File: config.mk
export PLATFORM = sky130hd
export DESIGN_NAME = dacc_ctrl
export DESIGN_NICKNAME = d
export VERILOG_FILES = /design/src/verilog/dacc_pkg.sv /design/src/verilog/dacc_ctrl.sv
export VERILOG_INCLUDE_DIRS = /design/src /design/src/verilog
export SDC_FILE = /design/constraint.sdc
export NUM_CORES = 1
export LEC_CHECK = 0
export ABC_AREA = 1
export BUFFER_PORTS_ARGS = -buffer_cell sky130_fd_sc_hd__buf_4
export CAP_MARGIN = 15
export CORE_UTILIZATION = 40
export CTS_BUF_LIST = sky130_fd_sc_hd__clkbuf_8
export DETAILED_ROUTE_END_ITERATION = 10
export PLACE_DENSITY = 0.69
export REMOVE_ABC_BUFFERS = 1
export SLEW_MARGIN = 0
export SYNTH_ARGS = -nofsm -noshare
export SYNTH_HDL_FRONTEND = slang
export SYNTH_SLANG_ARGS = --single-unit
File: constraint.sdc
create_clock -name clk_sys_in -period 2.6 [get_ports clk_sys_in]
set_clock_uncertainty 0.15 [all_clocks]
set_input_delay 0.13 -clock clk_sys_in [delete_from_list [all_inputs] [get_ports clk_sys_in]]
set_output_delay 0.13 -clock clk_sys_in [all_outputs]
set_load 0.005 [all_outputs]
File: src/verilog/dacc_regs.svh
// register map, field positions and timing counts of the converter control block
// What this block does
// - standby_run clear turns the output buffer off in standby; set keeps it
// - enable write reads back at once; sync busy until it takes effect
// - writing one to soft_reset_request resets all registers and disables
// - a write that sets soft_reset_request discards its other field changes
// - soft_reset_request reads one until reset ends; clears with sync busy
// - reference_select picks internal, analog supply or external reference
// - buffer_protect_bypass exempts the staging buffer from write protection
// - pump_disable clear lets the pump run automatically; set holds it off
// - left_align chooses right or left alignment of data and staging buffer
// - right alignment takes data bits 9:0, left alignment bits 15:6
// - internal_output_enable routes the output to the analog comparator
// - external_output_enable turns on the high-drive output pin buffer
// - converter_config accepts writes only while the converter is disabled
// - empty_event_output set emits buffer-empty events while the buffer is empty
// - start_event_input set lets events load data and start a conversion
// - interrupt_disable write-one clears sync ready, empty, underrun enables
// - interrupt_disable and set registers share and read back one enable set
// - interrupt_set_register write-one sets the matching interrupt enable
// - underrun flag sets on a start event with the staging buffer empty
`ifndef DACC_REGS_SVH
`define DACC_REGS_SVH
`define DACC_IDX_MAIN 4'h0
`define DACC_IDX_CFG 4'h1
`define DACC_IDX_EVT 4'h2
`define DACC_IDX_INTDIS 4'h4
`define DACC_IDX_INTSET 4'h5
`define DACC_IDX_FLAGS 4'h6
`define DACC_IDX_STATUS 4'h7
`define DACC_IDX_DATA 4'h8
`define DACC_IDX_STAGE 4'hC
`define DACC_B_SOFT_RESET_REQUEST 0
`define DACC_B_ENABLE 1
`define DACC_B_STDBY 2
`define DACC_B_EXTOUT 0
`define DACC_B_INTOUT 1
`define DACC_B_LEFT 2
`define DACC_B_PUMP 3
`define DACC_B_BYPASS 4
`define DACC_B_REFLO 6
`define DACC_B_REFHI 7
`define DACC_B_START_EVENT_INPUT 0
`define DACC_B_EMPTY_EVENT_OUTPUT 1
`define DACC_B_BUSY 7
`define DACC_F_UNDERRUN 0
`define DACC_F_EMPTY 1
`define DACC_F_SYNC_READY 2
`define DACC_CFG_MASK 8'hDF
`define DACC_EVT_MASK 2'h3
`define DACC_RST_8 8'h00
`define DACC_RST_16 16'h0000
`define DACC_REF_INTERNAL 2'h0
`define DACC_REF_SUPPLY 2'h1
`define DACC_REF_EXTERNAL 2'h2
`define DACC_CLK_MHZ 10
`define DACC_SYNC_NS 400
`define DACC_SYNC_CYC ((`DACC_SYNC_NS * `DACC_CLK_MHZ + 999) / 1000)
`endif

File: src/verilog/dacc_pkg.sv
// types shared by the converter control block
package dacc_pkg;
  typedef enum logic [0:0] {SY_IDLE, SY_WAIT} dacc_sync_e;
  typedef logic [2:0] dacc_irq_t;
endpackage

File: src/verilog/dacc_ctrl.sv
// converter control registers with wishbone slave, sync tracking and events
//
// The implementer's own choice: the Wishbone interface to the registers.
`timescale 1ns/100ps
`include "dacc_regs.svh"
module dacc_ctrl (
  input wire logic clk_sys_in,
  input wire logic rstn_in,
  input wire logic ce_in,
  input wire logic wb_cyc_in,
  input wire logic wb_stb_in,
  input wire logic wb_we_in,
  input wire logic [5:0] wb_adr_in,
  input wire logic [3:0] wb_sel_in,
  input wire logic [31:0] wb_dat_in,
  output logic [31:0] wb_dat_out,
  output logic wb_ack_out,
  input wire logic start_event_in,
  input wire logic standby_in,
  input wire logic protect_in,
  output logic conv_enable_out,
  output logic [9:0] conv_sample_out,
  output logic conv_start_out,
  output logic [1:0] ref_sel_out,
  output logic pump_off_out,
  output logic internal_output_out,
  output logic external_output_out,
  output logic empty_event_out,
  output logic irq_out
);
  localparam logic [2:0] SYNC_LOAD = 3'(`DACC_SYNC_CYC);

  // register write allowed by the access controller
  function automatic logic wr_allowed(input logic [3:0] idx, input logic prot,
                                      input logic bypass);
    if (!prot) begin
      wr_allowed = 1'b1;
    end else if (idx == `DACC_IDX_STAGE) begin
      wr_allowed = bypass;
    end else begin
      wr_allowed = 1'b0;
    end
  endfunction

  logic ack_r, ack_nxt;
  logic [31:0] rd_r, rd_nxt;
  logic soft_reset_request_r, soft_reset_request_nxt;
  logic enable_r, enable_nxt;
  logic stdby_r, stdby_nxt;
  logic active_r, active_nxt;
  logic [7:0] cfg_r, cfg_nxt;
  logic [1:0] evt_r, evt_nxt;
  dacc_pkg::dacc_irq_t inten_r, inten_nxt;
  dacc_pkg::dacc_irq_t flag_r, flag_nxt;
  logic [15:0] data_r, data_nxt;
  logic [15:0] buf_r, buf_nxt;
  logic buf_full_r, buf_full_nxt;
  logic sw_pend_r, sw_pend_nxt;
  logic en_pend_r, en_pend_nxt;
  logic buf_pend_r, buf_pend_nxt;
  logic [2:0] cnt_r, cnt_nxt;
  dacc_pkg::dacc_sync_e sy_r, sy_nxt;
  logic start_r, start_nxt;
  logic [2:0] ev_sync_r;

  logic [3:0] idx;
  logic wr, busy, sync_done, ev_rise, start_hit;
  dacc_pkg::dacc_irq_t set_v, clr_v;

  assign idx = wb_adr_in[5:2];
  assign busy = sw_pend_r | en_pend_r | buf_pend_r;
  assign wr = wb_cyc_in & wb_stb_in & wb_we_in & ack_r & wb_sel_in[0]
              & wr_allowed(idx, protect_in, cfg_r[`DACC_B_BYPASS]);
  assign sync_done = (sy_r == dacc_pkg::SY_WAIT) && (cnt_r == 3'h1);
  assign ev_rise = ev_sync_r[1] & ~ev_sync_r[2];
  assign start_hit = ev_rise & evt_r[`DACC_B_START_EVENT_INPUT] & active_r;

  // two-flop synchroniser plus edge history for the start event
  always_ff @(posedge clk_sys_in or negedge rstn_in) begin
    if (!rstn_in) begin
      ev_sync_r <= 3'h0;
    end else if (ce_in) begin
      ev_sync_r <= {ev_sync_r[1:0], start_event_in};
    end
  end

  always_comb begin
    ack_nxt = wb_cyc_in & wb_stb_in & ~ack_r;
    rd_nxt = 32'h0000_0000;
    case (idx)
      `DACC_IDX_MAIN: rd_nxt[2:0] = {stdby_r, enable_r, soft_reset_request_r};
      `DACC_IDX_CFG: rd_nxt[7:0] = cfg_r;
      `DACC_IDX_EVT: rd_nxt[1:0] = evt_r;
      `DACC_IDX_INTDIS: rd_nxt[2:0] = inten_r;
      `DACC_IDX_INTSET: rd_nxt[2:0] = inten_r;
      `DACC_IDX_FLAGS: rd_nxt[2:0] = flag_r;
      `DACC_IDX_STATUS: rd_nxt[`DACC_B_BUSY] = busy;
      default: rd_nxt = 32'h0000_0000;
    endcase
    if (!ack_nxt) begin
      rd_nxt = rd_r;
    end
  end

  always_comb begin
    soft_reset_request_nxt = soft_reset_request_r;
    enable_nxt = enable_r;
    stdby_nxt = stdby_r;
    active_nxt = active_r;
    cfg_nxt = cfg_r;
    evt_nxt = evt_r;
    inten_nxt = inten_r;
    data_nxt = data_r;
    buf_nxt = buf_r;
    buf_full_nxt = buf_full_r;
    sw_pend_nxt = sw_pend_r;
    en_pend_nxt = en_pend_r;
    buf_pend_nxt = buf_pend_r;
    cnt_nxt = cnt_r;
    sy_nxt = sy_r;
    start_nxt = 1'b0;
    set_v = 3'h0;
    clr_v = 3'h0;
    case (sy_r)
      dacc_pkg::SY_IDLE: begin
        cnt_nxt = 3'h0;
      end
      dacc_pkg::SY_WAIT: begin
        cnt_nxt = cnt_r - 3'h1;
        if (sync_done) begin
          sy_nxt = dacc_pkg::SY_IDLE;
          set_v[`DACC_F_SYNC_READY] = 1'b1;
          en_pend_nxt = 1'b0;
          buf_pend_nxt = 1'b0;
          if (en_pend_r) begin
            active_nxt = enable_r;
          end
          if (buf_pend_r) begin
            buf_full_nxt = 1'b1;
          end
        end
      end
      default: begin
        sy_nxt = dacc_pkg::SY_IDLE;
      end
    endcase
    if (start_hit) begin
      if (buf_full_r) begin
        data_nxt = buf_r;
        buf_full_nxt = 1'b0;
        start_nxt = 1'b1;
        set_v[`DACC_F_EMPTY] = 1'b1;
      end else begin
        set_v[`DACC_F_UNDERRUN] = 1'b1;
      end
    end
    if (wr) begin
      case (idx)
        `DACC_IDX_MAIN: begin
          if (wb_dat_in[`DACC_B_SOFT_RESET_REQUEST]) begin
            if (!busy) begin
              soft_reset_request_nxt = 1'b1;
              sw_pend_nxt = 1'b1;
              sy_nxt = dacc_pkg::SY_WAIT;
              cnt_nxt = SYNC_LOAD;
            end
          end else begin
            stdby_nxt = wb_dat_in[`DACC_B_STDBY];
            if (!busy) begin
              enable_nxt = wb_dat_in[`DACC_B_ENABLE];
              en_pend_nxt = 1'b1;
              sy_nxt = dacc_pkg::SY_WAIT;
              cnt_nxt = SYNC_LOAD;
            end
          end
        end
        `DACC_IDX_CFG: begin
          if (!enable_r && !active_r) begin
            cfg_nxt = wb_dat_in[7:0] & `DACC_CFG_MASK;
          end
        end
        `DACC_IDX_EVT: evt_nxt = wb_dat_in[1:0] & `DACC_EVT_MASK;
        `DACC_IDX_INTDIS: inten_nxt = inten_r & ~wb_dat_in[2:0];
        `DACC_IDX_INTSET: inten_nxt = inten_r | wb_dat_in[2:0];
        `DACC_IDX_FLAGS: clr_v = wb_dat_in[2:0];
        `DACC_IDX_DATA: begin
          if (wb_sel_in[1]) begin
            data_nxt = wb_dat_in[15:0];
          end
        end
        `DACC_IDX_STAGE: begin
          if (wb_sel_in[1] && !busy) begin
            buf_nxt = wb_dat_in[15:0];
            buf_full_nxt = 1'b0;
            buf_pend_nxt = 1'b1;
            sy_nxt = dacc_pkg::SY_WAIT;
            cnt_nxt = SYNC_LOAD;
            clr_v[`DACC_F_EMPTY] = 1'b1;
          end
        end
        default: begin
          clr_v = 3'h0;
        end
      endcase
    end
    for (int i = 0; i < 3; i++) begin
      flag_nxt[i] = set_v[i] | (flag_r[i] & ~clr_v[i]);
    end
    if (sync_done && sw_pend_r) begin
      soft_reset_request_nxt = 1'b0;
      sw_pend_nxt = 1'b0;
      enable_nxt = 1'b0;
      active_nxt = 1'b0;
      stdby_nxt = 1'b0;
      cfg_nxt = `DACC_RST_8;
      evt_nxt = 2'h0;
      inten_nxt = 3'h0;
      flag_nxt = 3'h0;
      data_nxt = `DACC_RST_16;
      buf_nxt = `DACC_RST_16;
      buf_full_nxt = 1'b0;
      en_pend_nxt = 1'b0;
      buf_pend_nxt = 1'b0;
    end
  end

  always_ff @(posedge clk_sys_in or negedge rstn_in) begin
    if (!rstn_in) begin
      ack_r <= 1'b0;
      rd_r <= 32'h0000_0000;
      soft_reset_request_r <= 1'b0;
      enable_r <= 1'b0;
      stdby_r <= 1'b0;
      active_r <= 1'b0;
      cfg_r <= `DACC_RST_8;
      evt_r <= 2'h0;
      inten_r <= 3'h0;
      flag_r <= 3'h0;
      data_r <= `DACC_RST_16;
      buf_r <= `DACC_RST_16;
      buf_full_r <= 1'b0;
      sw_pend_r <= 1'b0;
      en_pend_r <= 1'b0;
      buf_pend_r <= 1'b0;
      cnt_r <= 3'h0;
      sy_r <= dacc_pkg::SY_IDLE;
      start_r <= 1'b0;
    end else if (ce_in) begin
      ack_r <= ack_nxt;
      rd_r <= rd_nxt;
      soft_reset_request_r <= soft_reset_request_nxt;
      enable_r <= enable_nxt;
      stdby_r <= stdby_nxt;
      active_r <= active_nxt;
      cfg_r <= cfg_nxt;
      evt_r <= evt_nxt;
      inten_r <= inten_nxt;
      flag_r <= flag_nxt;
      data_r <= data_nxt;
      buf_r <= buf_nxt;
      buf_full_r <= buf_full_nxt;
      sw_pend_r <= sw_pend_nxt;
      en_pend_r <= en_pend_nxt;
      buf_pend_r <= buf_pend_nxt;
      cnt_r <= cnt_nxt;
      sy_r <= sy_nxt;
      start_r <= start_nxt;
    end
  end

  assign wb_ack_out = ack_r;
  assign wb_dat_out = rd_r;
  assign conv_enable_out = active_r;
  assign conv_start_out = start_r;
  assign conv_sample_out = cfg_r[`DACC_B_LEFT] ? data_r[15:6] : data_r[9:0];
  assign ref_sel_out = cfg_r[`DACC_B_REFHI:`DACC_B_REFLO];
  assign pump_off_out = cfg_r[`DACC_B_PUMP];
  assign internal_output_out = cfg_r[`DACC_B_INTOUT] & active_r;
  assign external_output_out = cfg_r[`DACC_B_EXTOUT] & active_r
                               & ~(standby_in & ~stdby_r);
  assign empty_event_out = evt_r[`DACC_B_EMPTY_EVENT_OUTPUT] & active_r & ~buf_full_r;
  assign irq_out = |(flag_r & inten_r);

  a_soft_reset_request_readback: assert property (@(posedge clk_sys_in) disable iff (!rstn_in)
    (ce_in && wr && idx == `DACC_IDX_MAIN && wb_dat_in[`DACC_B_SOFT_RESET_REQUEST] && !busy)
      |=> soft_reset_request_r && busy)
    else $error("soft reset not pending after write");
  a_soft_reset_request_discard: assert property (@(posedge clk_sys_in) disable iff (!rstn_in)
    (ce_in && wr && idx == `DACC_IDX_MAIN && wb_dat_in[`DACC_B_SOFT_RESET_REQUEST]
      && !(sync_done && sw_pend_r)) |=> $stable(enable_r))
    else $error("soft reset write changed enable");
  a_soft_reset_request_done: assert property (@(posedge clk_sys_in) disable iff (!rstn_in)
    (ce_in && sync_done && sw_pend_r) |=> !enable_r && !soft_reset_request_r && !busy && cfg_r == `DACC_RST_8)
    else $error("soft reset did not restore registers");
  a_enable_sync: assert property (@(posedge clk_sys_in) disable iff (!rstn_in || !ce_in)
    $rose(en_pend_r) |-> ##[1:8] (!en_pend_r && active_r == enable_r))
    else $error("enable did not take effect in time");
  a_cfg_locked: assert property (@(posedge clk_sys_in) disable iff (!rstn_in)
    (enable_r && active_r && !sw_pend_r) |=> $stable(cfg_r))
    else $error("config changed while enabled");
  a_underrun_irq: assert property (@(posedge clk_sys_in) disable iff (!rstn_in)
    (ce_in && start_hit && !buf_full_r && !sw_pend_r)
      |=> flag_r[`DACC_F_UNDERRUN] && (irq_out || !inten_r[`DACC_F_UNDERRUN]))
    else $error("underrun not flagged");
  a_left_sample: assert property (@(posedge clk_sys_in) disable iff (!rstn_in)
    (ce_in && start_hit && buf_full_r && cfg_r[`DACC_B_LEFT] && !sync_done)
      |=> conv_sample_out == $past(buf_r[15:6]) && conv_start_out)
    else $error("left aligned sample wrong");
  a_intdis_clear: assert property (@(posedge clk_sys_in) disable iff (!rstn_in)
    (ce_in && wr && idx == `DACC_IDX_INTDIS && !(sync_done && sw_pend_r))
      |=> (inten_r & $past(wb_dat_in[2:0])) == 3'h0)
    else $error("interrupt enable not cleared");
endmodule // dacc_ctrl

Word-level counts from Yosys, hierarchy flattened. Cells that the tools add are included.

Register bits after elaboration: 72. Bits of input ports: 51. Output and inout port bits: 52. Logic and storage cells: 188.

Add/subtract/negate cells: 1. Equality and inequality tests: 11. Mux-type cells: 90. Bitwise operators: 36. Reduce and logical (&&, ||, !) cells: 31.

Operators by type and width (count): two-way mux 16 bit (10); two-way mux 1 bit (55); two-way mux 8 bit (4); nonzero test 2 bit (11); two-way mux 3 bit (7); AND 1 bit (18); case mux 3 bit (2 select lines) (3); == test 4 x 3 -> 1 bit, second input constant (4); AND reduction 4 bit (4); two-way mux 10 bit (1); case mux 2 bit (5 select lines) (1); AND reduction 5 bit (2); inverter 1 bit (9); == test 4 bit, second input constant (2); two-way mux 2 bit (4); AND 3 bit (2); case mux 1 bit (2 select lines) (3); AND reduction 3 bit (2); bitwise OR 1 bit (5); == test 4 x 1 -> 1 bit, second input constant (1); == test 4 x 2 -> 1 bit, second input constant (1); logical AND 1 bit (4); zero test 4 bit (1); two-way mux 4 bit (1); 11 further kinds (14).

Depth between registers and ports, before layout. Gate-level depths: netlist of the first run.

Depth after elaboration: 11. Mapped depth: 11. Mapped depth without buffers: 10.

Least setup slack after synthesis of the first run. Ideal clock, no wire load.

Kind: register -> register. From: register cnt_r[1]. To: register buf_r[10]. Library setup time: 116 ps. Arrival: 1443 ps. Required time: 2334 ps. Slack: 891 ps. Stages on the path, launching flop included: 12. Buffers on the path: 2. Period minus slack after synthesis: 1709 ps. Cells stage by stage: dfrtp_1 -> inv_1 -> ha_1 -> nand2_1 -> nor2_1 -> nand2_1 -> buf_2 -> nand2_1 -> nand2_2 -> buf_2 -> nand2_1 -> nand2_1.

Cells in the longest elaborated chain, start to end: 5. Elaborated cells between the ends (all ways): 8. Classes of those cells: eq/ne (1); mux (1); reduce/logical (6).

RTL lines: start: declaration (RTL line dacc_ctrl.sv:61) `logic [2:0] cnt_r, cnt_nxt;`; start signal: assignment (RTL line dacc_ctrl.sv:265) `cnt_r <= cnt_nxt;`; == test 3 x 1 -> 1 bit (*) (RTL line dacc_ctrl.sv:74) `assign sync_done = (sy_r == dacc_pkg::SY_WAIT) && (cnt_r == 3'h1);`; logical AND 1 bit (*) (RTL line dacc_ctrl.sv:74); logical AND 1 bit (*) (RTL line dacc_ctrl.sv:209) `if (sync_done && sw_pend_r) begin`; nonzero test 2 bit (no line); AND reduction 4 bit (no line); end signal: assignment (RTL line dacc_ctrl.sv:240) `` buf_r <= `DACC_RST_16; ``; end signal: assignment (RTL line dacc_ctrl.sv:260) `buf_r <= buf_nxt;`; end: declaration (RTL line dacc_ctrl.sv:56) `logic [15:0] buf_r, buf_nxt;`.

Mark *: on every way between the ends. The rest lies on a longest branch, timed or not. A chain may end at the register's enable or synchronous reset.

Worst setup path after layout of the first run.
From: register cnt_r[1]. To: register cfg_r[4].

Cells in the longest elaborated chain, start to end: 5. Elaborated cells between the ends (all ways): 8. Classes of those cells: eq/ne (1); mux (1); reduce/logical (6).

RTL lines: == test 3 x 1 -> 1 bit (*) (RTL line dacc_ctrl.sv:74); logical AND 1 bit (*) (RTL line dacc_ctrl.sv:74); logical AND 1 bit (*) (RTL line dacc_ctrl.sv:209); nonzero test 2 bit (no line); AND reduction 4 bit (no line); end signal: assignment (RTL line dacc_ctrl.sv:235) `` cfg_r <= `DACC_RST_8; ``; end signal: assignment (RTL line dacc_ctrl.sv:255) `cfg_r <= cfg_nxt;`; end: declaration (RTL line dacc_ctrl.sv:51) `logic [7:0] cfg_r, cfg_nxt;`.

Marks and branches as above.

==> results of run 1 <==
-- placed cells by master (no fill, tap or decap), types with 2 or more instances in the layout --
master and count:
ha_1 2, buf_4 65, a21oi_1 6, dfrtp_1 70
o21ai_1 7, nand3_2 2, nand4_1 2, o21ai_0 48
nand3_1 38, nand3b_1 14, inv_1 51, o22ai_1 2
nor2_1 16, nand2_2 5, clkbuf_8 9, mux2_2 2
dlygate4sd3_1 21, nand2_1 231, conb_1 25, clkinv_4 2
nor2_4 3, clkinv_1 2, nor2_2 3, clkinvlp_4 3
-- sequential cells by signal, indices dropped and copies added (netlist names) --
register and cells:
inten_r 3, conv_start_out 1, sy_r 1, buf_pend_r 1, buf_r 16, cfg_r 7
data_r 16, buf_full_r 1, sw_pend_r 1, stdby_r 1, wb_ack_out 1, enable_r 1
evt_r 2, ev_sync_r 3, wb_dat_out 7, flag_r 3, cnt_r 3, en_pend_r 1
conv_enable_out 1
-- cells by family after synthesis --
logic type | after synthesis | share of synthesized area
compound gates | 67 | 0.0861
xor+xnor | 1 | 0.00215
fa+ha+maj | 2 | 0.00615
buf+inv | 103 | 0.129
flops | 70 | 0.431
mux | 2 | 0.00553
other cells | 1 | 0.000922
simple gates | 318 | 0.339
-- what timing repair did --
item / CTS / global route
setup endpoints to repair: 0 / 0
hold buffers: 21 / 0
gates resized for setup: 0 / 0
hold endpoints to repair: 116 / 0
-- metrics by stage --
stage | util | hold WS, ns
after floorplan | - | -0.316
after global placement | 0.457 | 0.173
after detailed placement | 0.457 | 0.170
after CTS | 0.499 | 0.00933
after global routing | 0.499 | 0.0103
final | 0.499 | 0.0180
-- worst paths after layout --
kind                                   start             to  cells after the start
worst max-delay path                cnt_r[1]       cfg_r[4]                     10
worst min-delay path            wb_adr_in[2]  wb_dat_out[7]                      3
worst max register to register      cnt_r[1]       cfg_r[4]                     10
worst min register to register      buf_r[5]       buf_r[5]                      2
max in group asynchronous            rstn_in       buf_r[3]                      2
min in group asynchronous            rstn_in     inten_r[0]                      2
-- power by group through the flow --
stage	combinational, mW	sequential [mW]	clock, mW
2_1_floorplan	0.0768	1.14	0
6_report	0.210	1.12	0.872
3_3_place_gp	0.184	1.14	0
4_1_cts	0.212	1.12	0.902
5_1_grt	0.238	1.12	0.942
3_5_place_dp	0.186	1.14	0
-- worst max-delay path, cell delays in order, from the launching register on --
cell     delay, ns
dfrtp_1       0.36
inv_1         0.09
ha_1          0.15
nand2_1       0.06
nor2_1        0.18
nand2_1       0.25
buf_4         0.27
nand2_1       0.09
nand3_2       0.23
nand2_1       0.15
o21ai_1       0.07
-- Yosys cell counts (2+ instances only) --
master,number
a21oi_1,6
buf_2,9
buf_4,32
clkbuf_1,7
clkinv_1,2
dfrtp_1,70
ha_1,2
inv_1,51
mux2_2,2
nand2_1,231
nand2_2,5
nand3_1,38
nand3_2,2
nand3b_1,14
nand4_1,2
nor2_1,16
nor2_2,3
nor2_4,3
o21ai_0,48
o21ai_1,7
o22ai_1,2
-- final cells by class --
type	count	share of cell area
Clock buffer	9	0.0253
Clock inverter	7	0.0153
Inverter	54	0.0414
Multi-Input combinational cell	415	0.384
Sequential cell	70	0.358
Tap cell	133	0.0340
Timing Repair Buffer	86	0.142
-- per-layer routing --
metal,vias up,wire length [µm],track usage
met2,118,4830,0.347
met5,-,0,0
met4,0,59,0.0401
met1,1678,4610,0.263
met3,7,515,0.0447
li1,1860,-,-
==> reports/summary.txt, run 1 <==
Status: complete, no violations
Synthesized area: 4070 µm²
TNS Setup: 0 ns
Worst-Skew Late Latency: 0.34 ns
DP Area: 4490 µm²
Final Cell Area: 4900 µm²
CTS tree: yes
DP Worst Slack: 0.457 ns
Top post-synthesis cells by area: dfrtp_1, nand2_1, o21ai_0
# rows: 36
Pins Over Slew Limit: 0
Critical Path Sink Type: flop
Number of DRC violations after detailed-routing iteration 0: 242
Worst reg2reg setup slack: 0.43 ns
Total core area: 9820 µm²
Vias per cell: 4.73
Comb power frac: 0.096
ANT nets after route: 0
Final WL: 10000 µm
CTS clk-pin slew, worst paths: 0.08 ns
Area of the multi-input gates: 1880 µm²
Hold Path Class: in -> reg
Worst slew pin tran: 0.902 ns
Global-route wire length before repair: 16400 µm
Layout cells sized above 1: 0.158
Inst Count DP: 737
Leading area contributor after synthesis: dfrtp_1
Internal: 1.64 mW
Clock Tree Buf Depth: 2
Max Cap Viol: 0
Vias in the first global route: 3433
Setup ws final: 0.430 ns
# diodes: 0
# DRC: 0
YS warnings: 0
Top fanout value on the critical path: 14
Worst slew margin: 0.398
Mapped Cells: 564
Post-synthesis register bit count: 70
Grt ovf: 0
Initial antenna violation count: 0
Data arrival time of the critical path: 2.24 ns
Final setup fails: 0
# H-tree levels: 3
Die Ht: 103 µm
Clock buffers created by TritonCTS: 9
Post-Syn Area per Cell: 7.21 µm²
Post-Layout Cell Count: 774
Wire length per cell: 12.9 µm
Synth cell types: 33
IO Port Bufs: 57
Area of the die: 10600 µm²
Final hold viol count: 0
Seq. cell area: 1750 µm²
Fill count: 989
Pin count of the biggest net entering global routing: 71
Leak: 2.59 nW
Sequential power share: 0.508
IO Pins: 103
Startpoint Class: flop
Final period util: 0.835
CTS root buf: clkbuf_8
Power Density: 449 nW/µm²
Die X: 103 µm
Ys flop type: dfrtp_1
Net Switching: 564 µW
Nets: 689
GRT Overall Usage: 0.202
Routability cong.: 0.889
Yosys top cell area share: 0.431
Clock power share: 0.397
EDFF count, synth: 0
Sw Share: 0.256
Fmax: 461 MHz
Final HPWL DP: 6840 µm
Ys async rst share: 1.00
Synthesis-to-layout area growth: 20.4%
1st-pass router iterations: 4
Critical path type: reg -> reg
Peak VDD IR: 350 µV
Seq/Total Area, Yosys: 0.431
Initial Utilization: 0.414
Critical Path RT: 2.67 ns
Vias: 3663
RSZ-0062 raised after global routing: no
Post-layout power: 2.20 mW
Fin crit period: 2.17 ns
Post-CTS Setup Repair Bufs: 0
Clock sinks: 70
Note: power is estimated with default switching activity, not from simulation.
==> run 2: changes to the inputs <==
ABC_AREA = 0   (was 1)
PLACE_DENSITY = 0.7   (was 0.69)
clock period = 2.2 ns   (was 2.6 ns; I/O delays follow)
==> reports/summary.txt, run 2 <==
Status: complete, no violations
Top-count cell post-synth: dfrtp_1
Synthesis-to-layout area growth: 23.2%
Clock sinks: 70 (unchanged)
Grt ovf: 0 (unchanged)
Critical path type: reg -> reg
Final period util: 0.928 (+0.0936)
IO Pins: 103 (unchanged)
Setup ws final: 0.158 ns (-0.272 ns)
Clock buffers created by TritonCTS: 9 (unchanged)
R2R cell count: 5 (-5)
Startpoint Class: flop
Die Ht: 99.8 µm (-3.0%)
Inst Count DP: 549 (-26%)
DP Worst Slack: -0.0980 ns (-0.555 ns)
Worst slew margin: 0.410 (+0.0118)
Delay of the slowest cell on the worst path: 0.41 ns (+0.05 ns)
Max Cap Viol: 0 (unchanged)
Worst slew pin tran: 0.885 ns (-0.0177 ns)
Pins Over Slew Limit: 0 (unchanged)
YS warnings: 0 (unchanged)
ANT nets after route: 0 (unchanged)
Post-layout power: 2.47 mW (+12%)
Routability cong.: 0.888 (about the same)
Wire length per cell: 16.7 µm (+29%)
Hold Path Class: in -> reg
Post-synthesis register bit count: 70 (unchanged)
Top post-synthesis cells by area: dfrtp_1, a22o_1, buf_4
Synthesized area: 3820 µm² (-6.0%)
Internal: 1.82 mW (+11%)
# DRC: 0 (unchanged)
Fin crit period: 2.04 ns (-0.128 ns)
Peak VDD IR: 367 µV (+4.9%)
Synth cell types: 52 (+58%)
Hold path depth: 4 (+1)
Comb power frac: 0.103 (+0.007)
Leading area contributor after synthesis: dfrtp_1
Final WL: 9810 µm (-2.0%)
Synth cell count leaders: dfrtp_1, a22o_1, o21ai_0, buf_4, nand2_1
Buf/Inv on CP: 0 (-2)
Crit path from: wb_ack_out
DP Area: 4320 µm² (-3.8%)
Hold wc startpoint: wb_adr_in[4]
Cell Chain, Critical Path: and3_1 > nand3_1 > or2_4 > nor4_4 > mux2i_1
Final core utilization: 0.510 (+0.0108)
Final HPWL DP: 6650 µm (-2.8%)
Most frequent cells in the layout: dfrtp_1, buf_4, a22o_1, o21ai_0, nand2_1
Ys flop type: dfrtp_1
Met3 WL: 495 µm (-3.9%)
EDFF count, synth: 0 (unchanged)
Yosys top cell area share: 0.458 (+0.0276)
CTS clk-pin slew, worst paths: 0.08 ns (about the same)
Vias per cell: 5.33 (+13%)
Data arrival time of the critical path: 2.16 ns (-0.08 ns)
Sw Share: 0.262 (+0.00617)
Post-Layout Cell Count: 586 (-24%)
# rows: 35 (-2.8%)
IO Port Bufs: 57 (unchanged)
Pin count of the biggest net entering global routing: 71 (unchanged)
1st-pass router iterations: 4 (unchanged)
Top fanout value on the critical path: 6 (-8)
Die X: 99.8 µm (-3.0%)
Nets: 505 (-27%)
Biggest regs: buf_r: 16 flops, data_r: 16 flops
Family with the most delay on the worst path: simple AND/OR/NAND/NOR gates
Leak: 2.21 nW (-15%)
Layout cells sized above 1: 0.245 (+0.0875)
# diodes: 0 (unchanged)
Vias: 3121 (-15%)
Sequential power share: 0.535 (+0.027)
Critical Path RT: 2.31 ns (-0.36 ns)
CTS tree: yes
Worst-Skew Late Latency: 0.35 ns (about the same)
Global-route wire length before repair: 16100 µm (-1.7%)
CTS root buf: clkbuf_8
# H-tree levels: 3 (unchanged)
Area of the die: 9950 µm² (-5.9%)
Total core area: 9240 µm² (-5.9%)
Number of DRC violations after detailed-routing iteration 0: 200 (-17%)
Mapped Cells: 373 (-34%)
Critical Path Sink Type: flop
Hold path endpoint: sw_pend_r
Area of the multi-input gates: 1820 µm² (-3.5%)
Seq/Total Area, Yosys: 0.458 (+0.0276)
Clock Tree Buf Depth: 2 (unchanged)
Initial antenna violation count: 0 (unchanged)
Commonest non-fill, non-tap cell in the layout: dfrtp_1
Final setup fails: 0 (unchanged)
Seq. cell area: 1750 µm² (unchanged)
Net Switching: 648 µW (+15%)
Ys async rst share: 1.00 (unchanged)
Power Density: 524 nW/µm² (+17%)
Vias in the first global route: 3127 (-8.9%)
Final Cell Area: 4710 µm² (-3.9%)
Fill count: 835 (-16%)
M1 WL: 4410 µm (-4.3%)
Clock power share: 0.363 (-0.034)
Reg2reg end: enable_r
Max layer used: met4
Worst r2r src: wb_ack_out
Fmax: 490 MHz (+6.3%)
Initial Utilization: 0.414 (-0.000561)
GRT Overall Usage: 0.212 (+0.0101)
Post-Syn Area per Cell: 10.3 µm² (+42%)
RSZ-0062 raised after global routing: no
Worst reg2reg setup slack: 0.16 ns (-0.27 ns)
Crit-path slowest cell: or2_4
Met2 routed WL: 4800 µm (-0.64%)
Final hold viol count: 0 (unchanged)
## run 2: cell count changes after synthesis, moves of 14 or more
cell      previous run  this run
nand3_1             38         7
nand3b_1            14         0
nor2b_1              0        18
o21ai_0             48        28
a22o_1               0        30
nand2_1            231        27
inv_1               51        10
mux2i_1              0        19
a21oi_1              6        23
## run 2: power by group through the flow
stage          clock (mW)  sequential (mW)  combinational, mW
5_1_grt             0.980             1.32              0.280
4_1_cts             0.920             1.32              0.252
2_1_floorplan           0             1.34             0.0753
3_3_place_gp            0             1.34              0.220
6_report            0.896             1.32              0.253
3_5_place_dp            0             1.35              0.224
## run 2: worst max-delay path by stage
stage                     depth (start not counted)  slack (ns)          to
after global routing                              5        0.06    enable_r
after floorplan                                   4        0.25    buf_r[0]
after detailed placement                          6        -0.1  data_r[14]
final                                             5        0.16    enable_r
after global placement                            6       -0.02  data_r[13]
after CTS                                         5        0.04    enable_r
## run 2: worst register-to-register path, cell delays in order (launching register included)
cell and delay [ns]:
dfrtp_1 0.36, and3_1 0.16, nand3_1 0.26, or2_4 0.41
nor4_4 0.34, mux2i_1 0.27
## run 2: per-layer routing
layer | up-vias | GRT usage
met5 | - | 0
met1 | 1555 | 0.282
met3 | 8 | 0.0522
met2 | 99 | 0.345
li1 | 1459 | -
met4 | 0 | 0.0611
## run 2: cell families (layout without fill, tap and decap cells)
group                      count (synthesis)  count (layout)  share of synthesized area
AOI/OAI and AO/OA                        107             107                      0.196
DFF                                       70              70                      0.458
adders and majority gates                  2               2                    0.00654
other                                      1              25                   0.000981
muxes                                     33              33                     0.0910
and+or+nand+nor                          102             102                      0.156
buffers and inverters                     58             118                     0.0913
## run 2: what timing repair did
item,in CTS,in global routing
setup buffers,1,0
cloned,0,0
setup endpoints to repair,16,2
hold endpoints to repair,119,0
pin swaps,1,0
hold buffers,20,0
resized for setup,0,1
## run 2: final cells by class
type | instances | share of cell area
Multi-Input combinational cell | 269 | 0.385
Sequential cell | 70 | 0.372
Timing Repair Buffer | 92 | 0.165
Tap cell | 129 | 0.0343
Clock buffer | 9 | 0.0263
Clock inverter | 7 | 0.00903
Inverter | 10 | 0.00797
## run 2: stage by stage
| stage | setup TNS [ns] | hold WS [ns] |
|---|---|---|
| 6_report | 0 | 0.0466 |
| 4_1_cts | 0 | 0.0346 |
| 5_1_grt | 0 | 0.0713 |
| 2_1_floorplan | 0 | -0.336 |
| 3_3_place_gp | -0.151 | 0.137 |
| 3_5_place_dp | -0.676 | 0.140 |
